`config.mk`:
```
export PLATFORM = sky130hd
export DESIGN_NAME = pin_ctrl
export DESIGN_NICKNAME = d
export VERILOG_FILES = /design/src/pin_ctrl_pkg.sv /design/src/pin_ctrl.sv
export SDC_FILE = /design/constraint.sdc
export NUM_CORES = 1
export LEC_CHECK = 0
export ABC_AREA = 1
export CAP_MARGIN = 20
export CORE_ASPECT_RATIO = 1.75
export CORE_MARGIN = 4
export CORE_UTILIZATION = 30
export DETAILED_ROUTE_END_ITERATION = 16
export DONT_BUFFER_PORTS = 1
export MAX_ROUTING_LAYER = met4
export PLACE_DENSITY = 0.54
export SYNTH_ARGS = -nofsm -noshare
export SYNTH_HDL_FRONTEND = slang
export SYNTH_SLANG_ARGS = --single-unit
```
`constraint.sdc`:
```
create_clock -name CLOCK -period 7.2 [get_ports CLOCK]
set_input_delay 0.36 -clock CLOCK [delete_from_list [all_inputs] [get_ports CLOCK]]
set_output_delay 0.36 -clock CLOCK [all_outputs]
set_load 0.005 [all_outputs]
```
`src/pin_ctrl_pkg.sv`:
```
// Purpose: Shared constants and types for the peripheral bus and pin control block
// Assumes: APB slave with 32-bit data, 12-bit byte addresses, one word per register
// Notes:   Vector addresses index a four-word table held in this block
package pin_ctrl_pkg;

  // ---------------------------------------------------------------
  // Register byte addresses
  // ---------------------------------------------------------------
  localparam int             ADDR_W      = 12;
  localparam logic [11:0]    REG_CTRL    = 12'h000;
  localparam logic [11:0]    REG_STATUS  = 12'h004;
  localparam logic [11:0]    REG_WAIT    = 12'h008;
  localparam logic [11:0]    REG_ACCESS  = 12'h00c;
  localparam logic [11:0]    REG_RDATA   = 12'h010;
  localparam logic [11:0]    REG_IRQ     = 12'h014;
  localparam logic [11:0]    REG_CORE    = 12'h018;
  localparam logic [11:0]    REG_CMD     = 12'h01c;
  localparam logic [11:0]    REG_VEC     = 12'h020;  // Four words, 0x020..0x02c

  // ---------------------------------------------------------------
  // Field positions
  // ---------------------------------------------------------------
  localparam int CTRL_CODEC_EN_BIT = 0;
  localparam int CTRL_TIMER_EN_BIT = 1;
  localparam int CTRL_IRQ_EN_LSB   = 2;
  localparam int STATUS_GEN_OUT0   = 5;
  localparam int STATUS_GEN_OUT1   = 6;
  localparam int STATUS_GEN_IN0    = 10;
  localparam int STATUS_GEN_IN1    = 11;
  localparam int WAIT_RD_LSB       = 0;
  localparam int WAIT_WR_LSB       = 8;
  localparam int ACC_SEL_LSB       = 0;
  localparam int ACC_WRITE_BIT     = 3;
  localparam int ACC_BUSY_BIT      = 4;
  localparam int ACC_INTERNAL_BIT  = 5;
  localparam int ACC_WDATA_LSB     = 16;
  localparam int CORE_PC_LSB       = 0;
  localparam int CORE_HALTED_BIT   = 12;
  localparam int CORE_INSVC_BIT    = 13;
  localparam int CORE_SP_LSB       = 16;
  localparam int CMD_RETURN_BIT    = 0;

  // ---------------------------------------------------------------
  // Vector locations and reset values
  // ---------------------------------------------------------------
  localparam logic [11:0] VEC_RESET_ADDR = 12'hffc;
  localparam logic [11:0] VEC_IRQ0_ADDR  = 12'hffd;
  localparam logic [11:0] VEC_IRQ1_ADDR  = 12'hffe;
  localparam logic [11:0] VEC_IRQ2_ADDR  = 12'hfff;
  localparam logic [11:0] VEC_WORD_RESET = 12'h000;
  localparam logic [11:0] PC_RESET       = 12'h000;
  localparam logic [15:0] WAIT_RESET     = 16'h0000;
  localparam int          STACK_ENTRIES  = 6;

  // ---------------------------------------------------------------
  // Types
  // ---------------------------------------------------------------
  typedef enum logic [1:0] {
    ACC_IDLE  = 2'b00,
    ACC_SETUP = 2'b01,
    ACC_WAIT  = 2'b11,
    ACC_READY = 2'b10
  } acc_state_t;

  typedef enum logic [1:0] {
    BOOT_DONE = 2'b00,
    BOOT_PUSH = 2'b01,
    BOOT_LOAD = 2'b11
  } boot_t;

endpackage

```
`src/pin_ctrl.sv`:
```
// Purpose: Peripheral data bus, halt, interrupt, reset vector and user pin control
// Assumes: One 100 MHz clock CLOCK; RST_N synchronous active low stands for the reset pin
// Notes:   Software drives accesses and core events through APB registers
// Function
// Data lines float except during external writes
// Direction low while driving, high otherwise
// Latched three-bit select picks eight registers
// Selects four to seven internal when enabled
// Peripheral captures write data on strobe rise
// Read data sampled on clock edge
// Halt holds program counter, executes no-ops
// Halt driver changes synchronously with clock
// Halt left only through interrupt service
// Interrupt inputs trigger on rising edge
// Service address fetched from top vector words
// Fixed priority: zero, one, then two
// Codec owns irq one, timer irq two
// Reset held low at least one cycle
// Reset release pushes PC, loads reset vector
// Ready waiting stretches strobe, holds lines
// Ready sampled only during external access
// Configured accesses get one internal wait
// General inputs appear as status bits
// General outputs drive inverse of status
// General output zero signals radio controller
// Ready high adds further wait states
// Read and write waits set per register
// General inputs pass two-stage synchronizer
// Pending interrupt cleared at vector fetch
//
// The APB slave port and the address map were chosen for this implementation.
`timescale 1ns/1ps

module pin_ctrl
  import pin_ctrl_pkg::*;
(
  input  wire logic              CLOCK,
  input  wire logic              RST_N,
  input  wire logic              PSEL,
  input  wire logic              PENABLE,
  input  wire logic              PWRITE,
  input  wire logic [ADDR_W-1:0] PADDR,
  input  wire logic [31:0]       PWDATA,
  output logic      [31:0]       PRDATA,
  output logic                   PREADY,
  output logic                   PSLVERR,
  input  wire logic [15:0]       PERIPH_DATA_BUS_I,
  output logic      [15:0]       PERIPH_DATA_BUS_O,
  output logic                   PERIPH_DATA_BUS_OE,
  output logic                   PERIPH_BUS_DIR,
  output logic      [2:0]        PERIPH_REG_SELECT,
  output logic                   PERIPH_ACCESS_STROBE_N,
  input  wire logic              PERIPH_READY_N,
  input  wire logic              HALT,
  input  wire logic [2:0]        EXT_IRQ_N,
  input  wire logic              CODEC_IRQ,
  input  wire logic              TIMER_IRQ,
  input  wire logic [1:0]        GENERAL_INPUTS,
  output logic      [1:0]        GENERAL_OUTPUTS
);

  // ---------------------------------------------------------------
  // State
  // ---------------------------------------------------------------
  typedef struct packed {
    acc_state_t                         acc_state;
    logic [2:0]                         sel;
    logic                               write;
    logic                               internal;
    logic [15:0]                        wdata;
    logic [15:0]                        rdata;
    logic                               strobe_n;
    logic                               dir;
    logic                               oe;
    logic                               codec_en;
    logic                               timer_en;
    logic [2:0]                         irq_en;
    logic [15:0]                        wait_cfg;
    logic [1:0]                         gout;
    logic [2:0]                         pend;
    logic [11:0]                        pc;
    logic [STACK_ENTRIES-1:0][11:0]     stack;
    logic [2:0]                         sp;
    logic                               halted;
    logic                               in_svc;
    boot_t                              boot;
    logic [3:0][11:0]                   vec;
    logic                               halt_m;
    logic                               halt_s;
    logic                               halt_p;
    logic [2:0]                         irq_m;
    logic [2:0]                         irq_s;
    logic [2:0]                         irq_p;
    logic                               rdy_m;
    logic                               rdy_s;
    logic [1:0]                         gin_m;
    logic [1:0]                         gin_s;
    logic [15:0]                        din_m;
    logic [15:0]                        din_s;
  } state_t;

  // Interrupt and ready synchronisers idle high at reset so no false edge or false ready appears
  localparam state_t RESET_STATE = '{
    acc_state: ACC_IDLE,
    boot:      BOOT_PUSH,
    strobe_n:  1'b1,
    dir:       1'b1,
    wait_cfg:  WAIT_RESET,
    pc:        PC_RESET,
    vec:       {4{VEC_WORD_RESET}},
    irq_m:     3'h7,
    irq_s:     3'h7,
    irq_p:     3'h7,
    rdy_m:     1'b1,
    rdy_s:     1'b1,
    default:   '0
  };

  state_t      s;
  state_t      d;
  logic        busy;
  logic        apb_acc;
  logic        wr_en;
  logic        mapped;
  logic        vec_hit;
  logic [1:0]  vec_idx;
  logic [2:0]  ext_rise;
  logic [2:0]  src;
  logic [2:0]  clr;
  logic [2:0]  take;
  logic [11:0] take_vec;
  logic        svc;
  logic        wait_bit;
  logic        reserved;

  // ---------------------------------------------------------------
  // APB decode
  // ---------------------------------------------------------------
  // A new access is stalled while one is running, so the request is never lost
  assign busy    = (s.acc_state != ACC_IDLE);
  assign apb_acc = PSEL & PENABLE;
  assign PREADY  = ~(apb_acc & PWRITE & (PADDR == REG_ACCESS) & busy);
  assign wr_en   = apb_acc & PWRITE & PREADY;
  assign vec_hit = (PADDR[11:4] == REG_VEC[11:4]) & (PADDR[1:0] == 2'b00);
  assign vec_idx = PADDR[3:2];
  assign mapped  = vec_hit | (PADDR == REG_CTRL) | (PADDR == REG_STATUS)
                 | (PADDR == REG_WAIT) | (PADDR == REG_ACCESS) | (PADDR == REG_RDATA)
                 | (PADDR == REG_IRQ) | (PADDR == REG_CORE) | (PADDR == REG_CMD);
  assign PSLVERR = apb_acc & PREADY & ~mapped;

  // Read mux; unmapped and reserved bits read as zero
  always_comb begin
    PRDATA = 32'h0000_0000;
    if (vec_hit) begin
      PRDATA[11:0] = s.vec[vec_idx];
    end else begin
      unique case (PADDR)
        REG_CTRL: begin
          PRDATA[CTRL_CODEC_EN_BIT]                  = s.codec_en;
          PRDATA[CTRL_TIMER_EN_BIT]                  = s.timer_en;
          PRDATA[CTRL_IRQ_EN_LSB +: 3]               = s.irq_en;
        end
        REG_STATUS: begin
          PRDATA[STATUS_GEN_OUT0]                    = s.gout[0];
          PRDATA[STATUS_GEN_OUT1]                    = s.gout[1];
          // status inputs
          PRDATA[STATUS_GEN_IN0]                     = s.gin_s[0];
          PRDATA[STATUS_GEN_IN1]                     = s.gin_s[1];
        end
        REG_WAIT:   PRDATA[15:0]                     = s.wait_cfg;
        REG_ACCESS: begin
          PRDATA[ACC_SEL_LSB +: 3]                   = s.sel;
          PRDATA[ACC_WRITE_BIT]                      = s.write;
          PRDATA[ACC_BUSY_BIT]                       = busy;
          PRDATA[ACC_INTERNAL_BIT]                   = s.internal;
          PRDATA[ACC_WDATA_LSB +: 16]                = s.wdata;
        end
        REG_RDATA:  PRDATA[15:0]                     = s.rdata;
        REG_IRQ:    PRDATA[2:0]                      = s.pend;
        REG_CORE: begin
          PRDATA[CORE_PC_LSB +: 12]                  = s.pc;
          PRDATA[CORE_HALTED_BIT]                    = s.halted;
          PRDATA[CORE_INSVC_BIT]                     = s.in_svc;
          PRDATA[CORE_SP_LSB +: 3]                   = s.sp;
        end
        default:    PRDATA                           = 32'h0000_0000;
      endcase
    end
  end

  // ---------------------------------------------------------------
  // Interrupt sources
  // ---------------------------------------------------------------
  // edge detect on release of the active-low pin
  assign ext_rise = s.irq_s & ~s.irq_p;
  // internal peripherals take over lines one and two when enabled
  assign src[0] = ext_rise[0];
  assign src[1] = s.codec_en ? CODEC_IRQ : ext_rise[1];
  assign src[2] = s.timer_en ? TIMER_IRQ : ext_rise[2];
  assign clr    = (wr_en && PADDR == REG_IRQ) ? PWDATA[2:0] : 3'h0;

  // fixed priority pick with R11 vector lookup
  always_comb begin
    take     = 3'h0;
    take_vec = s.vec[VEC_IRQ2_ADDR[1:0]];
    if (s.pend[0] & s.irq_en[0]) begin
      take[0]  = 1'b1;
      take_vec = s.vec[VEC_IRQ0_ADDR[1:0]];
    end else if (s.pend[1] & s.irq_en[1]) begin
      take[1]  = 1'b1;
      take_vec = s.vec[VEC_IRQ1_ADDR[1:0]];
    end else if (s.pend[2] & s.irq_en[2]) begin
      take[2]  = 1'b1;
      take_vec = s.vec[VEC_IRQ2_ADDR[1:0]];
    end
  end

  // Service needs a free stack slot; nesting is not allowed
  assign svc = (|take) & ~s.in_svc & (s.boot == BOOT_DONE)
             & (s.sp < 3'(STACK_ENTRIES));

  // per-register, per-direction wait bit
  assign wait_bit = s.write ? s.wait_cfg[WAIT_WR_LSB + 32'(s.sel)]
                            : s.wait_cfg[WAIT_RD_LSB + 32'(s.sel)];
  // upper selects belong to internal peripherals when both are enabled
  assign reserved = s.codec_en & s.timer_en & PWDATA[ACC_SEL_LSB + 2];

  // ---------------------------------------------------------------
  // Next state
  // ---------------------------------------------------------------
  always_comb begin
    d = s;

    // two-stage synchronisers; first stage feeds only the second
    d.halt_m = HALT;
    d.halt_s = s.halt_m;
    d.halt_p = s.halt_s;
    d.irq_m  = EXT_IRQ_N;
    d.irq_s  = s.irq_m;
    d.irq_p  = s.irq_s;
    d.rdy_m  = PERIPH_READY_N;
    d.rdy_s  = s.rdy_m;
    d.gin_m  = GENERAL_INPUTS;
    d.gin_s  = s.gin_m;
    d.din_m  = PERIPH_DATA_BUS_I;
    d.din_s  = s.din_m;

    // Software register writes
    if (wr_en) begin
      if (vec_hit) begin
        d.vec[vec_idx] = PWDATA[11:0];
      end
      if (PADDR == REG_CTRL) begin
        d.codec_en = PWDATA[CTRL_CODEC_EN_BIT];
        d.timer_en = PWDATA[CTRL_TIMER_EN_BIT];
        d.irq_en   = PWDATA[CTRL_IRQ_EN_LSB +: 3];
      end
      if (PADDR == REG_STATUS) begin
        d.gout[0] = PWDATA[STATUS_GEN_OUT0];
        d.gout[1] = PWDATA[STATUS_GEN_OUT1];
      end
      if (PADDR == REG_WAIT) begin
        d.wait_cfg = PWDATA[15:0];
      end
    end

    // pending held until vector fetch; a new edge wins over any clear
    d.pend = (s.pend & ~clr & ~(svc ? take : 3'h0)) | src;

    // Program counter sequencing
    if (s.boot == BOOT_PUSH) begin
      // push current PC first
      d.stack[s.sp] = s.pc;
      d.sp          = s.sp + 3'h1;
      d.boot        = BOOT_LOAD;
    end else if (s.boot == BOOT_LOAD) begin
      // then load the reset vector
      d.pc   = s.vec[VEC_RESET_ADDR[1:0]];
      d.boot = BOOT_DONE;
    end else if (svc) begin
      // service pushes return point and leaves halt
      d.stack[s.sp] = s.pc;
      d.sp          = s.sp + 3'h1;
      d.pc          = take_vec;
      d.halted      = 1'b0;
      d.in_svc      = 1'b1;
    end else if (wr_en && PADDR == REG_CMD && PWDATA[CMD_RETURN_BIT] && s.sp != 3'h0) begin
      // Return resumes after the halt, as the pushed PC already points there
      d.pc     = s.stack[s.sp - 3'h1];
      d.sp     = s.sp - 3'h1;
      d.in_svc = 1'b0;
    end else if (s.halt_s & ~s.halt_p) begin
      // halt entry stops the PC
      d.halted = 1'b1;
    end else if (!s.halted) begin
      d.pc = s.pc + 12'h001;
    end

    // External access sequencer
    unique case (s.acc_state)
      ACC_IDLE: begin
        if (wr_en && PADDR == REG_ACCESS) begin
          // select latched and held after the access
          d.sel      = PWDATA[ACC_SEL_LSB +: 3];
          d.write    = PWDATA[ACC_WRITE_BIT];
          d.wdata    = PWDATA[ACC_WDATA_LSB +: 16];
          d.internal = reserved;
          if (reserved) begin
            // internal slot raises no strobe and drives no data; only the select pins and the undriven data value follow
            d.rdata = 16'h0000;
          end else begin
            d.acc_state = ACC_SETUP;
            d.strobe_n  = 1'b0;
            // direction low only while driving
            d.dir       = ~PWDATA[ACC_WRITE_BIT];
            // data lines driven only for writes
            d.oe        = PWDATA[ACC_WRITE_BIT];
          end
        end
      end
      ACC_SETUP: begin
        d.acc_state = ACC_READY;
      end
      ACC_READY, ACC_WAIT: begin
        // ready looked at only in READY; high keeps waiting
        // strobe, direction, select and data stay put meanwhile
        if (s.acc_state == ACC_READY && !s.rdy_s && wait_bit) begin
          // wait after ready, so sync latency cannot hide it
          d.acc_state = ACC_WAIT;
        end else if (s.acc_state == ACC_WAIT || !s.rdy_s) begin
          // read data taken on the clock edge, not the strobe
          if (!s.write) begin
            d.rdata = s.din_s;
          end
          d.acc_state = ACC_IDLE;
          // strobe rises in the same cycle that data drive and direction are released
          d.strobe_n  = 1'b1;
          d.dir       = 1'b1;
          d.oe        = 1'b0;
        end
      end
    endcase
  end

  // ---------------------------------------------------------------
  // State register
  // ---------------------------------------------------------------
  // synchronous reset; one low edge is enough to load reset state
  always_ff @(posedge CLOCK) begin
    if (!RST_N) begin
      s <= RESET_STATE;
    end else begin
      s <= d;
    end
  end

  // ---------------------------------------------------------------
  // Pin outputs
  // ---------------------------------------------------------------
  // Data lines keep the data field of the last access request, read or write; only the enable floats them
  assign PERIPH_DATA_BUS_O      = s.wdata;
  assign PERIPH_DATA_BUS_OE     = s.oe;
  assign PERIPH_BUS_DIR         = s.dir;
  assign PERIPH_REG_SELECT      = s.sel;
  assign PERIPH_ACCESS_STROBE_N = s.strobe_n;
  // pins carry inverse of status; output zero alerts the radio controller
  assign GENERAL_OUTPUTS        = ~s.gout;

endmodule

```
Word level (Yosys, flattened, before mapping)
Cells that the tools add are included.
{"block": "totals", "register_bits": 257, "in_bits": 74}
{"block": "op_classes", "n_addsub": 4, "order_cmp": 8, "n_eq_ne": 24, "n_mux": 64, "n_bitwise": 41, "reduce_logical": 39}
{"operator": "2-to-1 mux 12 bit", "count": 12}
{"operator": "2-to-1 mux 77 bit", "count": 1}
{"operator": "2-to-1 mux 75 bit", "count": 1}
{"operator": "bitwise mux 72 bit", "count": 1}
{"operator": "2-to-1 mux 72 bit", "count": 1}
{"operator": "bitwise mux 48 bit", "count": 1}
{"operator": "equality test 12 x 5 -> 1 bit (second input constant)", "count": 4}
{"operator": "2-to-1 mux 42 bit", "count": 1}
{"operator": "2-to-1 mux 19 bit", "count": 2}
{"operator": "case mux 19 bit (2 select lines)", "count": 1}
{"operator": "binary-select mux 12 bit (select 3 bit)", "count": 1}
{"operator": "demux 12 bit (select 3 bit)", "count": 1}
{"operator": "2-to-1 mux 16 bit", "count": 2}
{"operator": "binary-select mux 12 bit (select 2 bit)", "count": 1}
{"operator": "demux 12 bit (select 2 bit)", "count": 1}
{"operator": "equality test 12 x 4 -> 1 bit (second input constant)", "count": 2}
{"operator": "2-to-1 mux 20 bit", "count": 1}
{"operator": "case mux 3 bit (6 select lines)", "count": 1}
{"operator": "AND 1 bit", "count": 17}
{"operator": "!= test 2 bit (second input constant)", "count": 8}
{"operator": "AND reduction 2 bit", "count": 7}
{"operator": "2-to-1 mux 13 bit", "count": 1}
{"operator": "adder 12 x 1 -> 12 bit (second input constant)", "count": 1}
{"operator": "equality test 12 x 3 -> 1 bit (second input constant)", "count": 1}
{"operator": "49 further kinds", "count": 110}

Depth between registers and ports, before layout
Gate-level depths: netlist of run 1.
{"block": "logic_depth", "ltp_word": 13, "depth_mapped": 15, "mapped_depth_nobuf": 12}

Worst setup path after synthesis of run 1
No wires, ideal clock.
{"block": "synth_path", "kind": "reg-to-reg", "from": "register s[102] (netlist bit)", "to": "register s[180] (netlist bit)", "arrival_time_ns": 2.291, "setup_slack_ns": 4.794, "path_stages_with_launch": 14, "n_path_buf": 4, "synth_period_minus_slack_ns": 2.406, "path_cell_list": "dfxtp_1 > buf_2 > clkinv_1 > clkbuf_1 > ha_1 > clkbuf_1 > clkbuf_1 > a21oi_1 > o21ai_0 > o21ai_0 > o21ai_0 > nor2_1 > nor2_1 > nor2_1"}
{"block": "synth_between", "elab_chain_cells": 6}
{"element": "from (decl)", "line": "pin_ctrl.sv:119", "rtl": "state_t s;"}
{"element": "from (signal assigned)", "line": "pin_ctrl.sv:351", "rtl": "s <= RESET_STATE;"}
{"element": "from (signal assigned)", "line": "pin_ctrl.sv:353", "rtl": "s <= d;"}
{"element": "subtractor 3 x 1 -> 3 bit", "line": "pin_ctrl.sv:289", "rtl": "d.pc = s.stack[s.sp - 3'h1];"}
{"element": "binary-select mux 12 bit (select 3 bit)", "line": "pin_ctrl.sv:289"}
{"element": "2-to-1 mux 12 bit (not written as such)", "line": "pin_ctrl.sv:289"}
{"element": "2-to-1 mux 12 bit", "line": "pin_ctrl.sv:287", "rtl": "end else if (wr_en && PADDR == REG_CMD && PWDATA[CMD_RETURN_BIT] && s.sp != 3'h0) begin"}
{"element": "2-to-1 mux 12 bit", "line": "pin_ctrl.sv:280", "rtl": "end else if (svc) begin"}
{"element": "2-to-1 mux 12 bit", "line": "pin_ctrl.sv:276", "rtl": "end else if (s.boot == BOOT_LOAD) begin"}
Parallel ways exist; a longest one is shown, timed or not. The select of a mux whose other input is x is not followed.
A chain may end at the register's enable or synchronous reset.

Final worst setup path of run 1
{"block": "layout_path", "from": "register s[210] (netlist bit)", "to": "register s[114] (netlist bit)"}
{"block": "layout_between", "elab_chain_cells": 8}
{"element": "AND 1 bit *", "line": "pin_ctrl.sv:206", "rtl": "if (s.pend[0] & s.irq_en[0]) begin"}
{"element": "2-to-1 mux 1 bit or 2-to-1 mux 2 bit (tied branches)", "line": "pin_ctrl.sv:206"}
{"element": "OR reduction 3 bit *", "line": "pin_ctrl.sv:219", "rtl": "assign svc = (|take) & ~s.in_svc & (s.boot == BOOT_DONE)"}
{"element": "AND 1 bit * (2 in a row)", "line": "pin_ctrl.sv:219"}
{"element": "AND 1 bit *", "line": "pin_ctrl.sv:220", "rtl": "& (s.sp < 3'(STACK_ENTRIES));"}
{"element": "nonzero test 2 bit (no line) *"}
{"element": "AND reduction 2 bit (no line) *"}
Every way passes the cells marked *; elsewhere a longest branch is shown, timed or not.

==> results.yml, run 1 <==
status:
  status: "complete, no violations"
timing:
  finalCritPeriodShare_pct: 48.17
  whs_ns: 0.02432
  maxSlewHeadroom_pct: 32.20
  clock_skew_ns: 0.01565
  fin_setup_tns_ns: 0
  rsz0062_at_grt: "false"
  timing.final.crit_period_ns: 3.469
  hold_viol: 0
  fmax_mhz: 288.3
  drv_slew: 0
  setup_viol: 0
  max_slew.worst_pin.slew_ns: 1.015
power:
  power.total_mw: 3.284
  peakVddDrop_mv: 0.1804
  p_leak_nw: 5.226
  powerDensity_mw_per_mm2: 246.9
die:
  fp.dieH_um: 269.7
  initial_utilization_pct: 30.48
  core-area_mm2: 0.03851
  ios: 132
  die-area_mm2: 0.04249
  rows: 95
  die_w_um: 157.5
worst_setup_path:
  path_max_fanout: 20
  worst_setup_path_end_kind: "register"
  start_kind: "register"
  reg2regPathDepth: 11
  worst-setup-path-type: "register to register"
  arrival_ns: 3.93
  required_ns: 7.66
clock_network:
  root_buffer: "clkbuf_16"
  clkTransAtPathRegs_ns: 0.07
  numCtsBuffers: 24
  clk-insertion-delay-late_ns: 0.54
  cts_setup_buffers: 0
  htreeDepth: 1
  tritoncts: "yes"
  clock_sink_count: 257
  clockBufferDepth: 3
drt:
  ant_nets: 0
  routed_wl_mm: 40.87
  drc: 0
  first_iter_violations: 943
  viasPerCell: 5.122
  first_pass_iters: 5
  via_count: 10786
  routedWlPerCell_um: 19.40
logic_synthesis:
  syn_inst: 1614
  yosysMostFrequentCell: "dfxtp_1"
  synth_ff_type: "dfxtp_1"
  yosysSeqAreaShare_pct: 43.82
  ys_warn_count: 0
  synth_fp_nets: 1692
  ys_types: 44
  synth_seq_cells: 257
  yosysTopAreaCell: "dfxtp_1"
  synth_top_cells_by_area: "dfxtp_1 44%, o21ai_0 7.9%, a21oi_1 7.5%"
  synth_area_mm2: 0.01174
  synth_edf_count: 0
  synth_top_area_share_pct: 43.82
  synth_common_cells: "257 x dfxtp_1, 224 x nand2_1, 199 x inv_1"
  syn_avg_cell_area_um2: 7.274
  async_reset_ff_share_pct: 0
cells_and_area:
  final_cell_area_mm2: 0.01330
  n_fill_cell: 4155
  stdcell_count: 2106
  final_nets: 1674
  drive_gt1_share_pct: 5.766
  multi_input_area_mm2: 0.005218
  syn_to_final_growth_pct: 13.30
  register_area_mm2: 0.005145
placement:
  gp_congestion: 0.8992
  hpwl_mm: 28.10
  io_buffers: 0
  placed_area_mm2: 0.01186
  dp.cells: 1994
global_route:
  grt_pass1_vias: 10347
  overflow: 0
  grt_use_total_pct: 19.29
  grt_max_degree: 96
  grt_pass1_wl_mm: 61.95
  antenna_found_initial: 5
min_path:
  worstHoldPathType: "input pin to register"
  min_path_cells: 2
flow_run:
  cap_viol_max_count: 0
==> repair_timing <==
item                                   CTS  global route
endpoints found under the hold margin  163             1
resized for setup                        0             0
hold buffers                            59             1
==> worst max-delay path, stage by stage, from the launching register on <==
cell	delay (ns)
dfxtp_1	0.38
nand2_1	0.29
nand2_1	0.48
inv_1	0.15
o21ai_1	0.10
nand3_1	0.63
nand2_1	0.31
inv_2	0.11
nor2_1	0.49
buf_6	0.24
o21ai_0	0.08
a21oi_1	0.12
==> through the flow <==
stage	setup WS (ns)	utilization, %
floorplan	4.794	-
global placement	3.599	30.75
detailed placement	3.359	30.80
CTS	3.334	34.44
global route	3.367	34.54
finish	3.732	34.54
==> final cells by class <==
class	instances	area share, %
multi-input cells	1027	39.22
flip-flops and latches	257	38.68
inverters	214	6.058
repair buffers	72	5.484
clock buffers	36	5.305
well taps	485	4.562
clock inverters	7	0.5362
diodes	8	0.1505
==> kinds of logic (layout without fill, tap and decap cells) <==
family          Yosys count  after routing  synth area share (%)
flops                   257            257                 43.82
compound gates          494            494                 23.31
xor+xnor                 12             12                0.8952
fa+ha+maj                 4              4                0.4263
other cells               0              8                     0
mux                       8              8                0.6821
buf+inv                 330            329                 11.73
simple gates            509            509                 19.13
==> registers in the layout, indices dropped and copies added, names as in the netlist <==
name and flops:
s 208, d 27, PERIPH_DATA_BUS_O 16, PERIPH_REG_SELECT 3, PERIPH_ACCESS_STROBE_N 1, PERIPH_BUS_DIR 1
PERIPH_DATA_BUS_OE 1
==> where the power goes <==
| part | switching (mW) | internal, mW | leakage (nW) |
|---|---|---|---|
| combinational | 0.317 | 0.142 | 2.75 |
| sequential | 0.0416 | 1.49 | 2.09 |
| clock | 0.576 | 0.715 | 0.387 |
| total | 0.934 | 2.35 | 5.23 |
==> path summary, 6_finish.rpt <==
| check | startpoint | end | slack, ns |
|---|---|---|---|
| worst min register to register | d[9]$_SDFF_PN0_ | s[9]$_SDFF_PN0_ | 0.41 |
| worst max-delay path | s[210]$_SDFFE_PN0P_ | s[114]$_SDFFE_PN0P_ | 3.73 |
| worst max register to register | s[210]$_SDFFE_PN0P_ | s[114]$_SDFFE_PN0P_ | 3.73 |
| worst min-delay path | PWDATA[30] | PERIPH_DATA_BUS_O[14]$_SDFFE_PN0P_ | 0.02 |
==> layer usage <==
| metal | share of wire [%] | GRT usage, % |
|---|---|---|
| met3 | 5.2 | 2.953 |
| met1 | 37 | 20.75 |
| met2 | 51 | 32.63 |
| met4 | 7.0 | 12.17 |
| met5 | 0 | - |
==> layout by cell type, fill, tap and decap left out, drive strengths merged, types with 12 or more instances in the layout <==
master       synthesis  layout
o22ai               45      45
clkinv              10      16
nand4               22      22
nor2               167     167
a21oi              176     176
dfxtp              257     257
a211oi              54      54
clkbuf              65      36
nand3               45      45
buf                 51      14
o21ai              195     195
nand2              230     230
nor3                31      31
or2                 12      12
inv                204     204
dlygate4sd3          0      58
No activity file was read; power rests on OpenSTA's default activity.
==> run 2: changes to the inputs <==
==> constraint.sdc (replaced) <==
create_clock -name CLOCK -period 3.38 [get_ports CLOCK]
set_input_delay 0.169 -clock CLOCK [delete_from_list [all_inputs] [get_ports CLOCK]]
set_output_delay 0.169 -clock CLOCK [all_outputs]
set_load 0.005 [all_outputs]
==> run 2 against run 1 <==
  * First-iteration DRC count fell by 8.0%
  * Global-route usage shrank 0.63 points
  * Final cell count is 0.85% higher
  * Die area did not move
  * Sequential power rose by 110%
  * Total power grew 130%
  * Highest routed layer unchanged
==> results.yml, run 2 (synthesis gave the netlist of run 1 again) <==
worst_setup_path:
  cp_slowest_cell: "inv_1"
  worst_setup_path_end_kind: "register"
  critPathMaxStageDelay_ns: 0.52
  path_delay_family: "simple AND/OR/NAND/NOR gates"
  start_kind: "register"
  path_max_fanout: 24
  arrival_ns: 3.30
  cp_cell_sequence: "nand2_1 -> nand2_1 -> inv_1 -> o21ai_1 -> nand3_1 -> nand2_1 -> nand4_1 -> inv_1 -> o21ai_0 -> a21oi_1"
  crit_top_cell: "nand2_1"
  worst-setup-path-type: "register to register"
  required_ns: 3.83
  path_buf_inv: 2
placement:
  gp_congestion: 0.8950
  hpwl_mm: 28.03
  io_buffers: 0
  dp.cells: 2008
timing:
  fin_setup_tns_ns: 0
  setup_viol: 0
  fmax_mhz: 350.8
  finalCritPeriodShare_pct: 84.33
  rsz0062_at_grt: "false"
  clock_skew_ns: 0.02037
  drv_slew: 0
  max_slew.worst_pin.slew_ns: 0.8902
  timing.final.crit_period_ns: 2.850
  hold_viol: 0
  maxSlewHeadroom_pct: 40.57
power:
  peakVddDrop_mv: 0.4757
  powerDensity_mw_per_mm2: 559.0
  p_leak_nw: 5.430
  power.total_mw: 7.662
global_route:
  grt_pass1_vias: 10315
  grt_use_total_pct: 18.65
  grt_max_degree: 158
  antenna_found_initial: 1
  grt_pass1_wl_mm: 60.88
  overflow: 0
die:
  die-area_mm2: 0.04249
  die_w_um: 157.5
  rows: 95
  fp.dieH_um: 269.7
  initial_utilization_pct: 30.48
  core-area_mm2: 0.03851
  ios: 132
drt:
  drc: 0
  ant_nets: 0
  via_count: 10785
  routed_wl_mm: 39.46
  first_pass_iters: 5
  routedWlPerCell_um: 18.58
  viasPerCell: 5.078
  first_iter_violations: 868
cells_and_area:
  stdcell_count: 2124
  n_antenna_cell: 0
  syn_to_final_growth_pct: 16.74
  n_fill_cell: 4091
  regMostFlops: "s"
  final_nets: 1699
  largest_reg_flops: 208
  layout_common_cells: "257 x dfxtp_1, 224 x nand2_1, 199 x inv_1"
  layout_commonest_cell: "dfxtp_1"
  drive_gt1_share_pct: 6.650
clock_network:
  tritoncts: "yes"
  cts_setup_buffers: 0
  clkTransAtPathRegs_ns: 0.07
  numCtsBuffers: 24
  clock_sink_count: 257
  root_buffer: "clkbuf_16"
  clk-insertion-delay-late_ns: 0.54
  htreeDepth: 1
  clockBufferDepth: 3
min_path:
  worstHoldPathType: "input pin to register"
flow_run:
  cap_viol_max_count: 0
status:
  status: "complete, no violations"
[run 2: cell types whose count changed in the layout (fill, tap and decap cells not counted), sizes merged]
cell / delta
dlygate4sd3: +13
buf: +12
bufinv: +9
diode: -8
clkinv: -5
clkbuf: -4
clkinvlp: +1
[run 2: worst paths after layout]
kind / to / start / cells past startpoint / slack (ns)
worst max-delay path: s[145]$_SDFFE_PN0P_ / s[210]$_SDFFE_PN0P_ / 10 / 0.53
worst min-delay path: s[250]$_SDFFE_PN0P_ / PWDATA[2] / 4 / 0.05
worst max register to register: s[145]$_SDFFE_PN0P_ / s[210]$_SDFFE_PN0P_ / 10 / 0.53
worst min register to register: d[38]$_SDFF_PN1_ / d[41]$_SDFF_PN1_ / 1 / 0.40
[run 2: layout make-up]
type                            instances  area [µm²]  area share (%)
Clock inverter                         12       312.8           2.282
Inverter                              214       805.8           5.879
Sequential cell                       257        5145           37.54
Timing Repair Buffer                   97       925.9           6.756
Tap cell                              485       606.8           4.428
Clock buffer                           32       691.9           5.048
Multi-Input combinational cell       1027        5218           38.07
[run 2: what timing repair did]
item,in CTS,in global routing
hold buffers,72,0
endpoints found under the hold margin,228,0
gates resized for setup,0,0
[run 2: layer usage]
metal	global-route usage [%]	wire, µm	vias to the layer above
met3	2.455	1808	92
met5	-	0	-
met4	9.336	2267	0
li1	-	-	5349
met1	19.75	14520	5013
met2	33.41	20860	331
[run 2: worst register-to-register path, stage by stage, from the launching register on]
cell	delay [ns]
dfxtp_1	0.37
nand2_1	0.31
nand2_1	0.49
inv_1	0.19
o21ai_1	0.13
nand3_1	0.18
nand2_1	0.17
nand4_1	0.10
inv_1	0.52
o21ai_0	0.16
a21oi_1	0.15
[run 2: through the flow]
step                      hold WS (ns)  cell area [µm²]  util (%)  setup slack, ns
after floorplan                 0.2666            11740         -           0.9744
after global placement          0.2671            11960     31.06           0.6770
after detailed placement        0.2705            11960     31.06           0.5545
after CTS                      0.02082            13710     35.59           0.5293
after global routing           0.07901            13710     35.59           0.1725
final                          0.04949            13710     35.59           0.5295
[run 2: power breakdown]
part / switching [mW] / internal (mW)
Combinational: 0.658 / 0.316
Clock: 1.22 / 2.20
Sequential: 0.0838 / 3.18
Total: 1.96 / 5.70
==> run 3: changes to the inputs <==
==> constraint.sdc (replaced) <==
create_clock -name CLOCK -period 2.7 [get_ports CLOCK]
set_input_delay 0.135 -clock CLOCK [delete_from_list [all_inputs] [get_ports CLOCK]]
set_output_delay 0.135 -clock CLOCK [all_outputs]
set_load 0.005 [all_outputs]
==> run 3 against run 2 <==
  * Design area decreased by 0.47%
  * Die area unchanged
  * Worst setup slack got worse by 0.26 ns
  * Sequential power increased by 25%
  * Clock power increased by 8.2%
  * Largest cell class unchanged
  * Fmax increased by 17%
  * Combinational power increased by 27%
==> results.yml, run 3 (synthesis gave the netlist of run 1 again) <==
status:
  status: "complete, no violations"
drt:
  first_iter_violations: 949
  routedWlPerCell_um: 18.84
  ant_nets: 0
  routed_wl_mm: 40.21
  met3WireLength_mm: 1.868
  top_layer: "met4"
  via_count: 10963
  viasPerCell: 5.137
  met1Wirelength_mm: 14.55
  drc: 0
  first_pass_iters: 5
  dr_wl_met2_mm: 21.47
power:
  power.total_mw: 9.033
  powerDensity_mw_per_mm2: 662.1
  p_leak_nw: 5.406
  peakVddDrop_mv: 0.4396
die:
  initial_utilization_pct: 30.48
  fp.dieH_um: 269.7
  ios: 132
  die-area_mm2: 0.04249
  die_w_um: 157.5
  rows: 95
  core-area_mm2: 0.03851
worst_setup_path:
  critPathMaxStageDelay_ns: 0.64
  arrival_ns: 2.92
  worst_setup_path_end_kind: "register"
  start_kind: "register"
  path_delay_family: "compound AO/OA/AOI/OAI gates"
  required_ns: 3.18
  path_max_fanout: 14
  path_buf_inv: 1
  worst-setup-path-type: "register to register"
  cp_slowest_cell: "ha_1"
  crit_top_cell: "o21ai_0"
  cp_cell_sequence: "inv_1 -> ha_1 -> o21ai_0 -> o21ai_0 -> nand2_1 -> o21ai_0 -> o21ai_0 -> nor2_1 -> nor2_1 -> nor2_1"
timing:
  rsz0062_at_grt: "false"
  timing.final.crit_period_ns: 2.435
  hold_viol: 0
  finalCritPeriodShare_pct: 90.20
  max_slew.worst_pin.slew_ns: 0.7016
  whs_ns: 0.05473
  maxSlewHeadroom_pct: 52.73
  clock_skew_ns: 0.02348
  fmax_mhz: 410.6
  setup_viol: 0
  drv_slew: 0
  fin_setup_tns_ns: 0
cells_and_area:
  largest_reg_flops: 208
  regMostFlops: "s"
  final_cell_area_mm2: 0.01364
  final_util_pct: 35.42
  n_fill_cell: 4148
  final_nets: 1709
  drive_gt1_share_pct: 6.917
  layout_commonest_cell: "dfxtp_1"
  syn_to_final_growth_pct: 16.20
  layout_common_cells: "257 x dfxtp_1, 224 x nand2_1, 199 x inv_1"
clock_network:
  root_buffer: "clkbuf_16"
  clock_sink_count: 257
  clk-insertion-delay-late_ns: 0.56
  numCtsBuffers: 24
  clkTransAtPathRegs_ns: 0.07
  clockBufferDepth: 3
  htreeDepth: 1
  tritoncts: "yes"
global_route:
  overflow: 0
  grt_use_total_pct: 19.03
  grt_max_degree: 155
  grt_pass1_vias: 10528
  antenna_found_initial: 4
  grt_pass1_wl_mm: 61.67
min_path:
  worstHoldPathType: "input pin to register"
placement:
  hpwl_mm: 28.41
  io_buffers: 0
  gp_congestion: 0.9143
  placed_area_mm2: 0.01202
flow_run:
  cap_viol_max_count: 0
## run 3: changes by cell type in the layout (fill, tap and decap cells not counted), sizes merged
cell	previous run	this run
clkinv	11	16
dlygate4sd3	71	75
bufinv	10	4
diode	0	1
buf	26	32
## run 3: repair_timing
item                                    4_1_cts  5_1_grt
buffers inserted                              0        0
endpoints found under the setup margin        0        4
hold endpoints to repair                    229        0
hold buffers                                 76        0
gates resized for setup                       0        1
## run 3: metal layers
metal / vias up / track usage (%)
li1: 5376 / -
met1: 5113 / 19.74
met2: 368 / 34.60
met3: 106 / 2.535
met4: 0 / 9.427
met5: - / -
## run 3: final timing paths
kind / from / end / slack (ns) / cells past startpoint
min reg2reg: d[14]$_SDFF_PN0_ / s[14]$_SDFF_PN0_ / 0.41 / 2
max: s[103]$_SDFFE_PN0P_ / s[186]$_SDFFE_PN0P_ / 0.26 / 10
min: RST_N / s[98]$_SDFFE_PP1P_ / 0.05 / 2
max reg2reg: s[103]$_SDFFE_PN0P_ / s[186]$_SDFFE_PN0P_ / 0.26 / 10
## run 3: cell type report
class	count	area [µm²]	share of cell area [%]
clock inverter	11	166.4	1.220
clock buffer	32	670.6	4.916
sequential	257	5145	37.71
inverter	214	809.5	5.934
multi-input combinational	1027	5218	38.25
tap	485	606.8	4.448
antenna	1	2.502	0.01834
timing repair buffer	107	1023	7.503
## run 3: report_power, final
| part | switching [mW] | internal, mW | total, mW |
|---|---|---|---|
| Combinational | 0.838 | 0.404 | 1.24 |
| Sequential | 0.109 | 3.98 | 4.09 |
| Clock | 1.57 | 2.13 | 3.70 |
## run 3: metrics by stage
| step | setup slack [ns] | instances |
|---|---|---|
| CTS | 0.2484 | 2133 |
| detailed placement | 0.2932 | 2014 |
| global route | 0.006001 | 2133 |
| floorplan | 0.2944 | 1614 |
| global placement | 0.3275 | 2014 |
| finish | 0.2647 | 2134 |
